==> config.mk <==
export PLATFORM = sky130hd
export DESIGN_NAME = cpcc_top
export DESIGN_NICKNAME = d
export VERILOG_FILES = /design/src/hw/cpcc_pkg.sv /design/src/hw/cpcc_top.sv /design/src/hw/cpcc_clk_div.sv
export SDC_FILE = /design/constraint.sdc
export NUM_CORES = 1
export LEC_CHECK = 0
export BUFFER_PORTS_ARGS = -buffer_cell sky130_fd_sc_hd__buf_2
export CAP_MARGIN = 20
export CORE_MARGIN = 2
export CORE_UTILIZATION = 40
export CTS_BUF_LIST = sky130_fd_sc_hd__clkbuf_8
export CTS_CLUSTER_SIZE = 16
export DETAILED_ROUTE_END_ITERATION = 8
export PLACE_DENSITY = 0.85
export SYNTH_ARGS = -nofsm -noshare
export SYNTH_HDL_FRONTEND = slang
export SYNTH_SLANG_ARGS = --single-unit
==> constraint.sdc <==
create_clock -name clk -period 1.3 [get_ports clk]
set_input_delay 0.26 -clock clk [delete_from_list [all_inputs] [get_ports clk]]
set_output_delay 0.26 -clock clk [all_outputs]
set_load 0.02 [all_outputs]
==> src/hw/cpcc_pkg.sv <==
package cpcc_pkg;
  // register index as printed; byte address is four times it
  localparam logic [11:0] PWR_CTRL_IDX    = 12'h0_FB3;
  localparam logic [13:0] PWR_CTRL_ADDR   = {PWR_CTRL_IDX, 2'b00};
  localparam logic [11:0] SRC_SEL_IDX     = 12'h0_FB4;
  localparam logic [13:0] SRC_SEL_ADDR    = {SRC_SEL_IDX, 2'b00};
  localparam logic [11:0] STATUS_IDX      = 12'h0_FB5;
  localparam logic [13:0] STATUS_ADDR     = {STATUS_IDX, 2'b00};
  localparam int          MODE_LSB        = 2;
  localparam int          CLKSEL_LSB      = 0;
  localparam logic [3:0]  PWR_CTRL_RESET  = 4'h0;
  localparam logic        SRC_SEL_RESET   = 1'b0;
  localparam int          DIV_MAIN_SLOW   = 64;
  localparam int          DIV_MAIN_MID    = 8;
  localparam int          DIV_MAIN_FAST   = 4;
  localparam int          DIV_SUB         = 4;

  typedef enum logic [1:0] {
    CPCC_RUN,
    CPCC_IDLE,
    CPCC_STOP
  } cpcc_mode_t;

  typedef struct packed {
    logic [1:0] mode;
    logic [1:0] clkSel;
  } cpcc_ctrl_t;

  typedef struct packed {
    logic        psel;
    logic        penable;
    logic        pwrite;
    logic [15:0] paddr;
    logic [31:0] pwdata;
  } cpcc_apb_req_t;

  typedef struct packed {
    logic        pready;
    logic        pslverr;
    logic [31:0] prdata;
  } cpcc_apb_rsp_t;
endpackage : cpcc_pkg

==> src/hw/cpcc_top.sv <==
// Design decision made here: the APB interface to the registers.
module cpcc_top
  import cpcc_pkg::*;
(
  input  wire logic                 clk,
  input  wire logic                 rst_b,
  input  wire cpcc_pkg::cpcc_apb_req_t apbReq,
  output cpcc_pkg::cpcc_apb_rsp_t   apbRsp,
  input  wire logic                 wakeEvent,
  input  wire logic                 subClkTick,
  output logic                      cpuClkEn,
  output logic                      cpuIdle,
  output logic                      cpuStop
);
  import cpcc_pkg::*;

  cpcc_ctrl_t    ctrl_r;
  logic          srcSel_r;
  cpcc_mode_t    mode_r;
  cpcc_mode_t    mode_nxt;
  cpcc_apb_rsp_t rsp_r;
  logic          wake_s1_r;
  logic          wake_s2_r;
  logic          sub_s1_r;
  logic          sub_s2_r;
  logic          sub_s3_r;
  logic [1:0]    subCnt_r;
  logic          mainTick;
  logic [6:0]    mainDiv;

  wire access   = apbReq.psel && apbReq.penable && rsp_r.pready;
  wire hitCtrl  = apbReq.paddr[13:0] == PWR_CTRL_ADDR && apbReq.paddr[15:14] == 2'b00;
  wire hitSrc   = apbReq.paddr[13:0] == SRC_SEL_ADDR && apbReq.paddr[15:14] == 2'b00;
  wire hitStat  = apbReq.paddr[13:0] == STATUS_ADDR && apbReq.paddr[15:14] == 2'b00;
  wire mapped   = hitCtrl || hitSrc || hitStat;
  wire wrCtrl   = access && apbReq.pwrite && hitCtrl;
  wire wrSrc    = access && apbReq.pwrite && hitSrc;
  wire subRise  = sub_s2_r && !sub_s3_r;
  wire subTick  = subRise && subCnt_r == 2'b11;
  wire [1:0] wrMode = apbReq.pwdata[MODE_LSB +: 2];

  // control register is write-only, so reads of it return zero
  wire [31:0] rdData = hitSrc  ? {31'h0, srcSel_r} :
                       hitStat ? {28'h0, srcSel_r, 1'b0, mode_r} :
                       32'h0000_0000;

  // 01 -> divide by 64 like 00
  assign mainDiv = ctrl_r.clkSel == 2'b11 ? 7'(DIV_MAIN_FAST) :
                   ctrl_r.clkSel == 2'b10 ? 7'(DIV_MAIN_MID)  :
                   7'(DIV_MAIN_SLOW);

  cpcc_clk_div #(
    .MAX_DIV (DIV_MAIN_SLOW)
  ) u_main_div (
    .clk     (clk),
    .rst_b   (rst_b),
    .divisor (mainDiv),
    .tick    (mainTick)
  );

  always_comb begin
    mode_nxt = mode_r;
    case (mode_r)
      CPCC_RUN: begin
        if (wrCtrl && wrMode == 2'b01) begin
          mode_nxt = CPCC_IDLE;
        end else if (wrCtrl && wrMode == 2'b10) begin
          mode_nxt = CPCC_STOP;
        end
      end
      CPCC_IDLE, CPCC_STOP: begin
        // power-down ends on a wake event or a write back to run
        if (wake_s2_r || (wrCtrl && (wrMode == 2'b00 || wrMode == 2'b11))) begin
          mode_nxt = CPCC_RUN;
        end
      end
      default: mode_nxt = CPCC_RUN;
    endcase
  end

  always_ff @(posedge clk) begin
    if (!rst_b) begin
      ctrl_r   <= PWR_CTRL_RESET;
      srcSel_r <= SRC_SEL_RESET;
      mode_r   <= CPCC_RUN;
    end else begin
      if (wrCtrl) begin
        ctrl_r <= apbReq.pwdata[3:0];
      end
      if (wrSrc) begin
        srcSel_r <= apbReq.pwdata[0];
      end
      mode_r <= mode_nxt;
    end
  end

  // wake and subsystem clock come from outside this clock domain
  always_ff @(posedge clk) begin
    if (!rst_b) begin
      wake_s1_r <= 1'b0;
      wake_s2_r <= 1'b0;
      sub_s1_r  <= 1'b0;
      sub_s2_r  <= 1'b0;
      sub_s3_r  <= 1'b0;
      subCnt_r  <= 2'b00;
    end else begin
      wake_s1_r <= wakeEvent;
      wake_s2_r <= wake_s1_r;
      sub_s1_r  <= subClkTick;
      sub_s2_r  <= sub_s1_r;
      sub_s3_r  <= sub_s2_r;
      if (subRise) begin
        subCnt_r <= subCnt_r + 2'b01;
      end
    end
  end

  // outputs registered; stop and idle both gate only the cpu clock, the dividers keep running
  always_ff @(posedge clk) begin
    if (!rst_b) begin
      cpuClkEn <= 1'b0;
      cpuIdle  <= 1'b0;
      cpuStop  <= 1'b0;
    end else begin
      cpuClkEn <= (mode_r == CPCC_RUN) && (srcSel_r ? subTick : mainTick);
      cpuIdle  <= mode_r == CPCC_IDLE;
      cpuStop  <= mode_r == CPCC_STOP;
    end
  end

  // zero-wait apb slave; unmapped addresses answer with pslverr
  always_ff @(posedge clk) begin
    if (!rst_b) begin
      rsp_r <= '0;
    end else begin
      rsp_r.pready  <= apbReq.psel && !apbReq.penable;
      rsp_r.pslverr <= apbReq.psel && !apbReq.penable && !mapped;
      rsp_r.prdata  <= (apbReq.psel && !apbReq.penable && !apbReq.pwrite) ? rdData : 32'h0000_0000;
    end
  end
  assign apbRsp = rsp_r;

  // tick spacing monitor for the divider checks; a control write voids the
  // interval in flight because the divider compares against a new value at once, mid-interval
  logic [6:0] tickGap_r;
  logic       tickSeen_r;
  logic       divMoved_r;

  always_ff @(posedge clk) begin
    if (!rst_b) begin
      tickGap_r  <= 7'h00;
      tickSeen_r <= 1'b0;
      divMoved_r <= 1'b1;
    end else begin
      if (mainTick) begin
        tickGap_r  <= 7'h01;
        tickSeen_r <= 1'b1;
      end else if (tickGap_r != 7'h7F) begin
        tickGap_r <= tickGap_r + 7'd1;
      end
      // a write in the tick cycle wins over the clear
      if (wrCtrl) begin
        divMoved_r <= 1'b1;
      end else if (mainTick) begin
        divMoved_r <= 1'b0;
      end
    end
  end

  // mode machine

  chk_idle_entry: assert property (@(posedge clk) disable iff (!rst_b)
    mode_r == CPCC_RUN && wrCtrl && wrMode == 2'b01
    |=> ##1 cpuIdle)
    else $error("idle not entered after write of 01");

  chk_stop_entry: assert property (@(posedge clk) disable iff (!rst_b)
    mode_r == CPCC_RUN && wrCtrl && wrMode == 2'b10
    |=> ##1 cpuStop)
    else $error("stop not entered after write of 10");

  chk_idle_holds: assert property (@(posedge clk) disable iff (!rst_b)
    mode_r == CPCC_IDLE && !wake_s2_r && !(wrCtrl && wrMode[1] == wrMode[0])
    |=> mode_r == CPCC_IDLE)
    else $error("idle left without cause");

  chk_stop_holds: assert property (@(posedge clk) disable iff (!rst_b)
    mode_r == CPCC_STOP && !wake_s2_r && !(wrCtrl && wrMode[1] == wrMode[0])
    |=> mode_r == CPCC_STOP)
    else $error("stop left without cause");

  chk_exit_wake: assert property (@(posedge clk) disable iff (!rst_b)
    mode_r != CPCC_RUN && wake_s2_r
    |=> mode_r == CPCC_RUN)
    else $error("wake did not restore run");

  chk_run_on_zero: assert property (@(posedge clk) disable iff (!rst_b)
    mode_r != CPCC_RUN && wrCtrl && wrMode == 2'b00
    |=> mode_r == CPCC_RUN)
    else $error("write of 00 did not restore run");

  chk_code11_run: assert property (@(posedge clk) disable iff (!rst_b)
    mode_r != CPCC_RUN && wrCtrl && wrMode == 2'b11
    |=> mode_r == CPCC_RUN)
    else $error("write of 11 did not restore run");

  chk_run_noclk_down: assert property (@(posedge clk) disable iff (!rst_b)
    mode_r != CPCC_RUN
    |=> !cpuClkEn)
    else $error("cpu clock runs in power-down");

  chk_idle_clk_off: assert property (@(posedge clk) disable iff (!rst_b)
    cpuIdle
    |-> !cpuClkEn)
    else $error("cpu clock pulses while idle");

  chk_stop_clk_off: assert property (@(posedge clk) disable iff (!rst_b)
    cpuStop
    |-> !cpuClkEn)
    else $error("cpu clock pulses while stopped");

  chk_flags_exclusive: assert property (@(posedge clk) disable iff (!rst_b)
    cpuIdle
    |-> !cpuStop)
    else $error("idle and stop both shown");

  // clock selection

  chk_div_fast: assert property (@(posedge clk) disable iff (!rst_b)
    mainTick && tickSeen_r && !divMoved_r && ctrl_r.clkSel == 2'b11
    |-> tickGap_r == 7'(DIV_MAIN_FAST))
    else $error("divide by 4 not kept");

  chk_div_mid: assert property (@(posedge clk) disable iff (!rst_b)
    mainTick && tickSeen_r && !divMoved_r && ctrl_r.clkSel == 2'b10
    |-> tickGap_r == 7'(DIV_MAIN_MID))
    else $error("divide by 8 not kept");

  chk_div_undoc: assert property (@(posedge clk) disable iff (!rst_b)
    mainTick && tickSeen_r && !divMoved_r && ctrl_r.clkSel[1] == 1'b0
    |-> tickGap_r == 7'(DIV_MAIN_SLOW))
    else $error("codes 00 and 01 must divide by 64");

  chk_main_follow: assert property (@(posedge clk) disable iff (!rst_b)
    mode_r == CPCC_RUN && !srcSel_r
    |=> cpuClkEn == $past(mainTick))
    else $error("cpu clock not from main divider");

  chk_sub_source: assert property (@(posedge clk) disable iff (!rst_b)
    mode_r == CPCC_RUN && srcSel_r && !subTick
    |=> !cpuClkEn)
    else $error("cpu clock not from subsystem clock");

  chk_sub_follow: assert property (@(posedge clk) disable iff (!rst_b)
    mode_r == CPCC_RUN && srcSel_r
    |=> cpuClkEn == $past(subTick))
    else $error("subsystem tick not passed on");

  chk_sub_count: assert property (@(posedge clk) disable iff (!rst_b)
    subRise
    |=> subCnt_r == $past(subCnt_r) + 2'b01)
    else $error("subsystem edge not counted");

  // register bus

  chk_ready_setup: assert property (@(posedge clk) disable iff (!rst_b)
    apbReq.psel && !apbReq.penable
    |=> rsp_r.pready)
    else $error("pready missing after setup");

  chk_ready_single: assert property (@(posedge clk) disable iff (!rst_b)
    rsp_r.pready
    |=> !rsp_r.pready)
    else $error("pready stood too long");

  chk_err_unmapped: assert property (@(posedge clk) disable iff (!rst_b)
    apbReq.psel && !apbReq.penable && !mapped
    |=> rsp_r.pslverr)
    else $error("unmapped access not flagged");

  chk_err_mapped_clean: assert property (@(posedge clk) disable iff (!rst_b)
    apbReq.psel && !apbReq.penable && mapped
    |=> !rsp_r.pslverr)
    else $error("mapped access flagged");

  chk_wr_only_read: assert property (@(posedge clk) disable iff (!rst_b)
    apbReq.psel && !apbReq.penable && !apbReq.pwrite && hitCtrl
    |=> rsp_r.prdata == 32'h0000_0000)
    else $error("control register read not zero");

  chk_ctrl_store: assert property (@(posedge clk) disable iff (!rst_b)
    wrCtrl
    |=> ctrl_r == $past(apbReq.pwdata[3:0]))
    else $error("control write not stored");

  chk_ctrl_hold: assert property (@(posedge clk) disable iff (!rst_b)
    !wrCtrl
    |=> $stable(ctrl_r))
    else $error("control register changed without write");

  chk_src_store: assert property (@(posedge clk) disable iff (!rst_b)
    wrSrc
    |=> srcSel_r == $past(apbReq.pwdata[0]))
    else $error("source select write not stored");

  chk_src_hold: assert property (@(posedge clk) disable iff (!rst_b)
    !wrSrc
    |=> $stable(srcSel_r))
    else $error("source select changed without write");
endmodule : cpcc_top

==> src/hw/cpcc_clk_div.sv <==
module cpcc_clk_div #(
  parameter int MAX_DIV = 64
) (
  input  wire logic       clk,
  input  wire logic       rst_b,
  input  wire logic [6:0] divisor,
  output logic            tick
);
  logic [6:0] cnt_r;
  wire        wrapNow = (cnt_r >= divisor - 7'd1);

  // one-cycle tick every divisor cycles; a new divisor takes hold at once in the wrap compare
  always_ff @(posedge clk) begin
    if (!rst_b) begin
      cnt_r <= 7'h00;
      tick  <= 1'b0;
    end else begin
      cnt_r <= wrapNow ? 7'h00 : cnt_r + 7'd1;
      tick  <= wrapNow;
    end
  end

  chk_div_range: assert property (@(posedge clk) disable iff (!rst_b)
    divisor != 7'd0 && 32'(divisor) <= MAX_DIV)
    else $error("divisor outside the supported range");
endmodule : cpcc_clk_div

# Word level (Yosys, flattened, before mapping)
# Cells that the tools add are included.
[totals] in_bits=55 output_inout_bits=37 regBits=28 elab_cells=80
[classes] n_addsub=3 mux=9 eq_ne=13 n_lt_le_gt_ge=1 bitwise=3 reduce_logical=33
[op_table] cell="equality test 14 bit (second input constant)" count=3
[op_table] cell="logical AND 1 bit" count=17
[op_table] cell="2-to-1 mux 7 bit" count=2
[op_table] cell="equality test 2 bit (second input constant)" count=6
[op_table] cell="adder 7 x 1 -> 7 bit (second input constant)" count=1
[op_table] cell=">= comparator 7 bit" count=1
[op_table] cell="subtractor 7 x 1 -> 7 bit (second input constant)" count=1
[op_table] cell="zero test 2 bit" count=3
[op_table] cell="2-to-1 mux 2 bit" count=3
[op_table] cell="equality test 2 x 1 -> 1 bit (second input constant)" count=2
[op_table] cell="zero test 1 bit" count=4
[op_table] cell="logical OR 1 bit" count=4
[op_table] cell="one-hot mux 2 bit (2 select lines)" count=1
[op_table] cell="AND reduction 2 bit" count=2
[op_table] cell="OR reduction 2 bit" count=2
[op_table] cell="OR reduction 4 bit" count=1
[op_table] cell="2-to-1 mux 1 bit" count=3
[op_table] cell="!= test 3 bit (second input constant)" count=1
[op_table] cell="NOT 1 bit" count=3
[op_table] cell="adder 2 x 1 -> 2 bit (second input constant)" count=1
[op_table] cell="!= test 2 bit (second input constant)" count=1

# Depth between registers and ports, before layout
# Gate-level depths: netlist of run 1.
[depth] depth_word=8 ltp_mapped=6 depth_no_buf=6

# Modules after synthesis
# A second synthesis of run 1 with hierarchy kept.
[unflattened] cells_unflattened=183 area_unflattened_um2=1672.9
[by_module_without_submodules] mod="cpcc_top" cells_per_inst=120 area_each_um2=1118.6 seq_area_each_um2=400.4 instances=1
[by_module_without_submodules] mod="cpcc_clk_div" cells_per_inst=63 area_each_um2=554.3 seq_area_each_um2=160.2 instances=1

# Worst setup path after synthesis of run 1
# OpenSTA, ideal clock, no wires.
[synth_path] kind="register to register" start="register ctrl_r[1] (netlist name)" end="register u_main_div.cnt_r[1]" path_stages_with_launch=7 slack_ns=-0.113 synth_period_minus_slack_ns=1.413 required_time_ns=1.162 arrival_ns=1.275 setup_ns=0.138 path_buffers=1 path_cell_list="dfxtp_1 -> clkbuf_1 -> ha_1 -> inv_1 -> and3_1 -> a21oi_1 -> a21boi_0"
[synth_via] elab_chain_cells=6 word_cells_on_any_way=7 cone_classes="add/sub (1); order compare (1); eq/ne (2); mux (2); reduce/logical (1)"
[synth_lines] item="from (decl)" line="cpcc_top.sv:17" rtl="cpcc_ctrl_t ctrl_r;"
[synth_lines] item="from (signal assigned)" line="cpcc_top.sv:88" rtl="ctrl_r <= apbReq.pwdata[3:0];"
[synth_lines] item="equality test 2 bit" line="cpcc_top.sv:49" rtl="ctrl_r.clkSel == 2'b10 ? 7'(DIV_MAIN_MID) :"
[synth_lines] item="2-to-1 mux 7 bit" line="cpcc_top.sv:49"
[synth_lines] item="2-to-1 mux 7 bit *" line="cpcc_top.sv:48" rtl="assign mainDiv = ctrl_r.clkSel == 2'b11 ? 7'(DIV_MAIN_FAST) :"
[synth_lines] item="subtractor 7 x 1 -> 7 bit *" line="cpcc_clk_div.sv:10" rtl="wire wrapNow = (cnt_r >= divisor - 7'd1);"
[synth_lines] item=">= comparator 7 bit *" line="cpcc_clk_div.sv:10"
[synth_lines] item="OR reduction 2 bit (no line) *"
[synth_lines] item="to (signal assigned)" line="cpcc_clk_div.sv:18" rtl="cnt_r <= wrapNow ? 7'h00 : cnt_r + 7'd1;"
[synth_lines] item="to (decl)" line="cpcc_clk_div.sv:9" rtl="logic [6:0] cnt_r;"
# Every way passes the cells marked *; elsewhere a longest branch is shown, timed or not.
# A chain may end at the register's enable or synchronous reset.

# Final worst setup path of run 1
# Same ends and word-level chain as after synthesis.

==> results.yml, run 1 <==
global_route:
  grt_max_degree: 16
  grt-ovfl-total: 0
  antenna_found_initial: 0
  grt.total_usage: 0.152
  grt_pass1_wl_microns: 5060
  grt_pass1_vias: 1225
cells_and_area:
  fin_nets: 290
  drive_above_1_share: 0.377
  postLayoutCoreUtil: 0.535
  finish.instance_area_sq_mm: 0.00197
  layout.cells.non_filler: 271
  n_antenna_cell: 0
  nFillCells: 331
  area_growth_pct: 27.7
logic_synthesis:
  ys_warn_count: 0
  synth-seq-cells: 28
  yosys.area_share.simple: 0.210
  ys_types: 36
  synth_area_leaders: "dfxtp_1, buf_4, ha_1"
  synth-main-ff-cell: "dfxtp_1"
  netlist_instances: 167
  synthAdderAreaFrac: 0.0890
  synthArstFlopShare: 0
  synth_largest_area_cell: "dfxtp_1"
  synth_compound_area_frac: 0.113
  synth_xor_area_frac: 0.0340
  synth_top_cell_area_share: 0.362
  yosysSeqAreaShare: 0.362
  synth_edf_count: 0
  synth_area_sq_mm: 0.00155
  syn_area_per_cell_sq_um: 9.26
  synth_top_family_by_area: "simple AND/OR/NAND/NOR gates"
  synth.mux.area_fraction: 0.0194
critical_path:
  r2r_slack_ps: -150
  cp.arrival_ps: 1630
  cp.required_ps: 1480
  crit-reg2reg-launch: "ctrl_r[1]"
  cp-start-kind: "register"
  crit_path_end_kind: "register"
  reg2reg_to: "u_main_div.cnt_r[1]"
  rr_worst_depth: 6
  crit_type: "reg2reg"
  worstPathMaxFanout: 4
clock_tree:
  cts_tree: "yes"
  cts_buffers: 3
  ctsHtreeMaxLevel: 1
  root_buffer: "clkbuf_8"
  clk_pin_slew_ps: 90
  holdBufCountCts: 0
  insertion_delay_ps: 280
  cts_buffer_depth: 2
  cts.sinks: 28
job:
  drv_cap: 0
routing:
  wl_microns: 3210
  wl_per_cell_microns: 11.8
  ant_nets: 0
  first_pass_iters: 4
  drcViolationCount: 0
  num_vias: 1251
  drt-initial-drc-count: 42
  viasPerCell: 4.62
placement:
  dp_slack_ps: -212
  dp.cells: 260
  hpwlAfterDp_microns: 2280
  placed_cell_area_sq_mm: 0.00180
  gp_congestion: 0.814
  numPortBuffers: 34
die:
  die_area_sq_mm: 0.00438
  num_io_pins: 92
  die_w_microns: 66.2
  core_area_sq_mm: 0.00369
  initial_core_util: 0.419
  fp.dieH_microns: 66.2
  row_count: 22
min_path:
  hp-class: "in2reg"
  hold_path_startpoint: "wakeEvent"
  hold_depth: 2
  hold-path-endpoint: "wake_s1_r"
power_and_ir_drop:
  power_leakage_nw: 0.937
  p_per_area_mw_per_mm2: 1030
  ir_drop_mv: 0.326
outcome:
  violations: "setup timing"
  status: "finished with violations"
sta:
  finalHoldViolations: 0
  fmax_ghz: 0.689
  fin_hold_ws_ps: 178
  drv_slew: 0
  fin_skew_ps: 4.75
  rsz0062_at_grt: "yes"
  setup_violations: 7
  setup_ws_ps: -152
  min_period_over_period: 1.12
  fin_crit_ps: 1450
[registers in the layout, indices dropped and copies added, names as in the netlist, 2 cells and up]
name              count
ctrl_r                2
subCnt_r              2
u_main_div.cnt_r      7
apbRsp                5
mode_r                2
[worst max-delay path: stages, from the launching register on]
cell and delay, ps:
dfxtp_4 380, ha_4 270, nand2_2 40, a211o_1 260, nand4_1 170, buf_4 160
a21boi_1 50
[final cells by class]
| class | instances | area, sq um | area share |
|---|---|---|---|
| Inverter | 9 | 33.8 | 0.0171 |
| Sequential cell | 28 | 568 | 0.288 |
| Tap cell | 48 | 60.1 | 0.0304 |
| Multi-Input combinational cell | 127 | 926 | 0.469 |
| Timing Repair Buffer | 55 | 332 | 0.168 |
| Clock buffer | 4 | 55.1 | 0.0279 |
[synthesized netlist by cell type, types with 2 or more instances]
| cell | n |
|---|---|
| buf_4 | 29 |
| dfxtp_1 | 28 |
| a21oi_1 | 16 |
| ha_1 | 11 |
| inv_1 | 9 |
| nor2_1 | 8 |
| and2_1 | 7 |
| and3_1 | 6 |
| nand3_1 | 6 |
| a31oi_1 | 3 |
| mux2i_1 | 3 |
| nand2_1 | 3 |
| nor2b_1 | 3 |
| o21ai_0 | 3 |
| xnor2_1 | 3 |
| xor2_1 | 3 |
| and4bb_2 | 2 |
| clkbuf_1 | 2 |
| conb_1 | 2 |
| nand2b_1 | 2 |
| nand3b_1 | 2 |
| nand4_1 | 2 |
[layer usage]
metal / routed length, microns / GRT usage / up-vias
met4: 95 / 0.0944 / 0
met5: 0 / 0 / -
li1: - / - / 631
met1: 1280 / 0.149 / 575
met3: 153 / 0.0221 / 7
met2: 1680 / 0.291 / 38
[per-stage QoR]
stage | TNS [ps] | total power, mW
2_1_floorplan | -309 | 1.33
3_3_place_gp | -1160 | 1.44
3_5_place_dp | -1500 | 1.46
4_1_cts | -557 | 2.00
5_1_grt | -1420 | 2.16
6_report | -994 | 2.03
[cell families after synthesis]
logic type	after synthesis
xor gates and xnor gates	6
and+or+nand+nor	48
other	2
AOI/OAI and AO/OA	29
muxes	3
buffers and inverters	40
adders and majority gates	11
DFF	28
[where the power goes]
part           switching (mW)  internal, mW  total, mW
Combinational           0.279         0.237      0.516
Clock                   0.271         0.272      0.543
Sequential             0.0475         0.925      0.972
Total                   0.597          1.43       2.03
[placed cells by master, fill, tap and decap left out, types with 2 or more instances in the layout]
master,count
dfxtp_1,24
inv_1,7
nor2b_1,3
a31oi_1,3
conb_1,30
nand3_1,6
and4bb_2,2
buf_2,34
xnor2_1,3
ha_1,8
nor2_1,7
nand2_1,2
ha_4,3
a21oi_1,13
and3_1,6
a21oi_2,2
o21ai_0,2
dfxtp_2,3
clkbuf_8,4
nand3b_1,2
nand4_1,2
mux2i_1,3
inv_2,2
and2_1,7
buf_4,20
xor2_1,3
[how the worst max path moves through the flow]
stage / from / endpoint / slack, ps / cells past startpoint
2_1_floorplan: ctrl_r[1] / u_main_div.cnt_r[0] / -40 / 6
5_1_grt: ctrl_r[1] / u_main_div.cnt_r[1] / -210 / 6
6_report: ctrl_r[1] / u_main_div.cnt_r[1] / -150 / 6
3_3_place_gp: apbReq[46] / apbRsp[1] / -130 / 5
4_1_cts: ctrl_r[1] / u_main_div.cnt_r[0] / -100 / 6
3_5_place_dp: apbReq[46] / srcSel_r / -210 / 5
[repair_timing]
action / in CTS / in global routing
buffers inserted: 6 / 1
pin swaps: 4 / 4
gates resized for setup: 7 / 8
hold endpoints to repair: 0 / 0
endpoints found under the setup margin: 9 / 10
Note: power is estimated with default switching activity, not from simulation.
==> run 2, diff against run 1 <==
Settings changed: ABC_AREA set to 1, CORE_UTILIZATION 40 to 45, CTS_CLUSTER_DIAMETER set to 200, PLACE_DENSITY 0.85 to 0.88.
Clock period 1.3 ns to 1.8 ns, I/O delays scaled along.
==> run 2 against run 1 <==
  * The run now ends clean
  * Count of clock-buffer cells in the layout stayed put
  * Critical path depth is 3 higher
  * Via count is 6.2% higher
  * Synthesized area is 9.0% higher
  * Register-to-register slack better by 440 ps
  * Worst hold slack better by 89 ps
  * Sequential share of layout area is 1.7 points higher
  * Clock skew is 2.6 ps higher
  * Maximum frequency is 4.0% lower
  * Largest cell class unchanged
  * Largest power group unchanged
==> results.yml, run 2 <==
outcome:
  status: "completed"
cells_and_area:
  fin_nets: 330
  area_growth_pct: 8.98
  largest_reg_flops: 7
  most-common-layout-cells: "inv_1, nand2_1, buf_2, conb_1, dfxtp_1"
  layout.cells.non_filler: 311
  n_antenna_cell: 0
  nFillCells: 371
  finish.instance_area_sq_mm: 0.00184
  regMostFlops: "u_main_div.cnt_r"
  multiInputGateArea_sq_um: 841
  drive_above_1_share: 0.198
  seq_area_sq_um: 561
logic_synthesis:
  ys_types: 27
  netlist_instances: 228
  synth.mux.area_fraction: 0
  synthArstFlopShare: 0
  synth_top_cell_area_share: 0.333
  syn_area_per_cell_sq_um: 7.39
  yosysSeqAreaShare: 0.333
  ys_warn_count: 0
  synth_edf_count: 0
  synth_area_leaders: "dfxtp_1, buf_4, inv_1"
  synth_compound_area_frac: 0.0512
  synth_common_cells: "inv_1, nand2_1, buf_4"
  synthAdderAreaFrac: 0.0817
  synth-main-ff-cell: "dfxtp_1"
  yosys.area_share.simple: 0.273
  synth_largest_area_cell: "dfxtp_1"
  synth_area_sq_mm: 0.00169
  synth-seq-cells: 28
  synth_top_family_by_area: "simple AND/OR/NAND/NOR gates"
  synth_xor_area_frac: 0.0260
clock_tree:
  root_buffer: "clkbuf_8"
  cts_buffers: 3
  ctsHtreeMaxLevel: 1
  holdBufCountCts: 0
  insertion_delay_ps: 270
  post_cts_resized: 0
  clk_pin_slew_ps: 80
  cts_setup_buffers: 0
  cts.sinks: 28
  cts_buffer_depth: 2
  cts_tree: "yes"
global_route:
  grt_max_degree: 19
  grt_pass1_vias: 1166
  grt-ovfl-total: 0
  antenna_found_initial: 0
  grt_pass1_wl_microns: 4550
  grt.total_usage: 0.133
power_and_ir_drop:
  ir_drop_mv: 0.595
  power_leakage_nw: 0.974
  p_per_area_mw_per_mm2: 643
  fin_total_pwr_mw: 1.18
die:
  fp.dieH_microns: 65.2
  initial_core_util: 0.464
  row_count: 22
  die_area_sq_mm: 0.00425
  num_io_pins: 92
  die_w_microns: 65.2
  core_area_sq_mm: 0.00363
sta:
  fin_crit_ps: 1510
  drv_slew: 0
  fmax_ghz: 0.661
  finalHoldViolations: 0
  setup_ws_ps: 287
  fin_tns_setup_ps: 0
  fin_skew_ps: 7.32
  setup_violations: 0
  rsz0062_at_grt: "no"
  min_period_over_period: 0.840
critical_path:
  cp.required_ps: 2010
  worstPathMaxFanout: 4
  path_delay_family: "simple AND/OR/NAND/NOR gates"
  max_stage_delay_ps: 400
  rr_worst_depth: 9
  cp-start-kind: "register"
  reg2reg_to: "mode_r[1]"
  cp.arrival_ps: 1720
  crit_type: "reg2reg"
  path_buf_inv: 3
  cp_slowest_cell: "dfxtp_1"
  crit_chain: "inv_1, ha_1, inv_1, or2_2, inv_1, nand2_1, nand2_1, nand2_1, nor2_1"
  crit_path_end_kind: "register"
  crit-reg2reg-launch: "mode_r[0]"
  r2r_slack_ps: 290
placement:
  gp_congestion: 0.813
  placed_cell_area_sq_mm: 0.00178
  dp.cells: 307
  numPortBuffers: 34
  hpwlAfterDp_microns: 2190
  dp_slack_ps: 313
min_path:
  hold_depth: 3
  hold-path-endpoint: "sub_s1_r"
  hold_path_startpoint: "subClkTick"
  hp-class: "in2reg"
routing:
  drcViolationCount: 0
  wl_per_cell_microns: 8.76
  num_vias: 1329
  first_pass_iters: 4
  viasPerCell: 4.27
  ant_nets: 0
  drt-initial-drc-count: 31
  wl_microns: 2730
job:
  drv_cap: 0
[run 2: cell count changes after synthesis, sizes merged, moves of 3 or more]
cell   delta
a21oi     -9
a31oi     -3
and2      -7
and3      -6
inv      +29
mux2i     -3
nand2    +37
nand3     +5
nand4     +4
nor2     +24
nor2b     -3
[run 2: final cells by class]
cell class,count,area share
timing repair buffer,35,0.0967
inverter,38,0.0777
tap,48,0.0327
sequential,28,0.305
clock buffer,4,0.0300
multi-input combinational,158,0.458
[run 2: report_power, final]
group | switching [mW] | internal [mW]
clock network | 0.184 | 0.196
logic | 0.112 | 0.0465
registers | 0.00872 | 0.634
total | 0.305 | 0.876
[run 2: through the flow]
| stage | utilization | hold slack (ps) |
|---|---|---|
| floorplan | - | 390 |
| global placement | 0.490 | 392 |
| detailed placement | 0.490 | 406 |
| CTS | 0.506 | 263 |
| global route | 0.506 | 273 |
| finish | 0.506 | 267 |
[run 2: worst min-delay path, cell delays in order]
cell,delay (ps)
buf_2,70
nand2_1,40
inv_1,40
[run 2: routing by layer]
metal / vias to the layer above / part of all wire / GRT usage / routed length (microns)
li1: 715 / - / - / -
met1: 576 / 0.45 / 0.153 / 1220
met2: 34 / 0.48 / 0.244 / 1320
met3: 4 / 0.059 / 0.0360 / 162
met4: 0 / 0.0081 / 0.0339 / 22
met5: - / 0 / 0 / 0
[run 2: how the worst max path moves through the flow]
stage / from / endpoint / slack, ps / cells after the start
after global routing: mode_r[0] / mode_r[1] / 170 / 9
final: mode_r[0] / mode_r[1] / 290 / 9
after floorplan: mode_r[0] / mode_r[1] / 450 / 8
after CTS: mode_r[0] / mode_r[1] / 290 / 9
after global placement: mode_r[0] / mode_r[1] / 350 / 8
after detailed placement: mode_r[0] / mode_r[1] / 310 / 9
[run 2: kinds of logic after synthesis]
| logic type | count (synthesis) |
|---|---|
| simple gates | 97 |
| buf+inv | 70 |
| flops | 28 |
| compound gates | 15 |
| fa+ha+maj | 11 |
| xor+xnor | 5 |
| other cells | 2 |
==> run 3, diff against run 2 <==
Clock period 1.8 ns to 1.55 ns, I/O delays scaled along.
==> run 3 against run 2 <==
  * Critical path depth decreased by 2
  * Highest routed layer is now met3
  * Maximum frequency increased by 5.2%
  * Routed wire length about the same
  * Die area unchanged
  * Global-route usage increased by 0.57 points
  * Sequential share of layout area decreased by 0.071 points
  * Worst hold slack got worse by 44 ps
  * Via count increased by 0.75%
  * Largest power group unchanged
  * Worst setup slack got worse by 170 ps
  * Flip-flop and latch count unchanged
  * Combinational power increased by 17%
  * Count of clock-buffer cells in the layout unchanged
==> results.yml, run 3 (synthesized netlist as in run 2, its figures left out) <==
sta:
  finalHoldViolations: 0
  fin_skew_ps: 8.05
  min_period_over_period: 0.927
  fmax_ghz: 0.696
  drv_slew: 0
  fin_crit_ps: 1440
  rsz0062_at_grt: "no"
  setup_violations: 0
  fin_hold_ws_ps: 223
  fin_tns_setup_ps: 0
die:
  die_area_sq_mm: 0.00425
  initial_core_util: 0.464
  num_io_pins: 92
  fp.dieH_microns: 65.2
  row_count: 22
  core_area_sq_mm: 0.00363
  die_w_microns: 65.2
cells_and_area:
  nFillCells: 371
  area_growth_pct: 9.73
  regMostFlops: "u_main_div.cnt_r"
  most-common-layout-cells: "inv_1, nand2_1, buf_2, conb_1"
  n_antenna_cell: 0
  final_common_cell: "inv_1"
  drive_above_1_share: 0.212
  largest_reg_flops: 7
  fin_nets: 331
outcome:
  status: "completed"
critical_path:
  crit-reg2reg-launch: "mode_r[1]"
  startpoint: "mode_r[1]"
  cp.arrival_ps: 1650
  cp.required_ps: 1760
  crit_path_end_kind: "register"
  cp-start-kind: "register"
  crit_type: "reg2reg"
  worstPathMaxFanout: 3
power_and_ir_drop:
  power_leakage_nw: 0.981
  ir_drop_mv: 0.592
  p_per_area_mw_per_mm2: 740
routing:
  viasPerCell: 4.29
  ant_nets: 0
  drcViolationCount: 0
  drt-initial-drc-count: 49
  first_pass_iters: 4
  num_vias: 1339
  wl_per_cell_microns: 8.74
  wl_microns: 2730
job:
  drv_cap: 0
clock_tree:
  cts.sinks: 28
  root_buffer: "clkbuf_8"
  insertion_delay_ps: 270
  cts_buffers: 3
  cts_tree: "yes"
  clk_pin_slew_ps: 80
  cts_buffer_depth: 2
  ctsHtreeMaxLevel: 1
  cts_setup_buffers: 0
placement:
  hpwlAfterDp_microns: 2210
  numPortBuffers: 34
  gp_congestion: 0.816
global_route:
  met3_usage: 0.0411
  grt-ovfl-total: 0
  grt.busiest_layer: "met2"
  grt_pass1_vias: 1217
  grt_max_degree: 19
  grt_pass1_wl_microns: 4830
  grt.total_usage: 0.139
  antenna_found_initial: 0
  grt_use_met2: 0.249
  grt_use_met1: 0.165
min_path:
  hp-class: "in2reg"
  hold_path_startpoint: "subClkTick"
run 3: metal layers:
layer / share of wire / vias to the layer above
met5: 0 / -
met4: 0 / 0
met3: 0.059 / 0
met2: 0.49 / 37
met1: 0.45 / 583
li1: - / 719
run 3: through the flow:
| stage | instances | setup slack (ps) | total power, mW | utilization | area [sq um] |
|---|---|---|---|---|---|
| after floorplan | 256 | 198 | 0.954 | - | 1790 |
| after global placement | 308 | 140 | 0.942 | 0.492 | 1790 |
| after detailed placement | 308 | 93.1 | 0.946 | 0.492 | 1790 |
| after CTS | 312 | 74.3 | 1.38 | 0.508 | 1840 |
| after global routing | 312 | 9.52 | 1.44 | 0.509 | 1850 |
| final | 312 | 112 | 1.37 | 0.509 | 1850 |
run 3: path summary, 6_finish.rpt:
check | end | cells after the start | slack [ps]
max | mode_r[0] | 7 | 110
max reg2reg | mode_r[0] | 7 | 110
min reg2reg | sub_s2_r | 2 | 420
min | sub_s1_r | 3 | 220
run 3: cell type report:
cell class | instances | area [sq um] | area share
Sequential cell | 28 | 563 | 0.304
Tap cell | 48 | 60.1 | 0.0325
Inverter | 38 | 143 | 0.0771
Multi-Input combinational cell | 158 | 843 | 0.456
Timing Repair Buffer | 36 | 185 | 0.100
Clock buffer | 4 | 55.1 | 0.0298
run 3: critical path, cell delays in order (launching register included):
cell,delay (ps)
dfxtp_2,350
inv_1,70
ha_1,270
inv_1,30
or2_2,280
o2111ai_1,210
nand3_1,100
nand2_1,60
run 3: report_power, final:
| part | internal [mW] | leakage [nW] | switching, mW |
|---|---|---|---|
| logic | 0.0540 | 0.723 | 0.131 |
| clock network | 0.227 | 0.0288 | 0.210 |
| registers | 0.736 | 0.229 | 0.0109 |
| total | 1.02 | 0.981 | 0.352 |
run 3: timing repair:
action / 4_1_cts / 5_1_grt
endpoints found under the hold margin: 0 / 0
endpoints found under the setup margin: 0 / 2
gates resized for setup: 0 / 3
hold buffers: 0 / 0
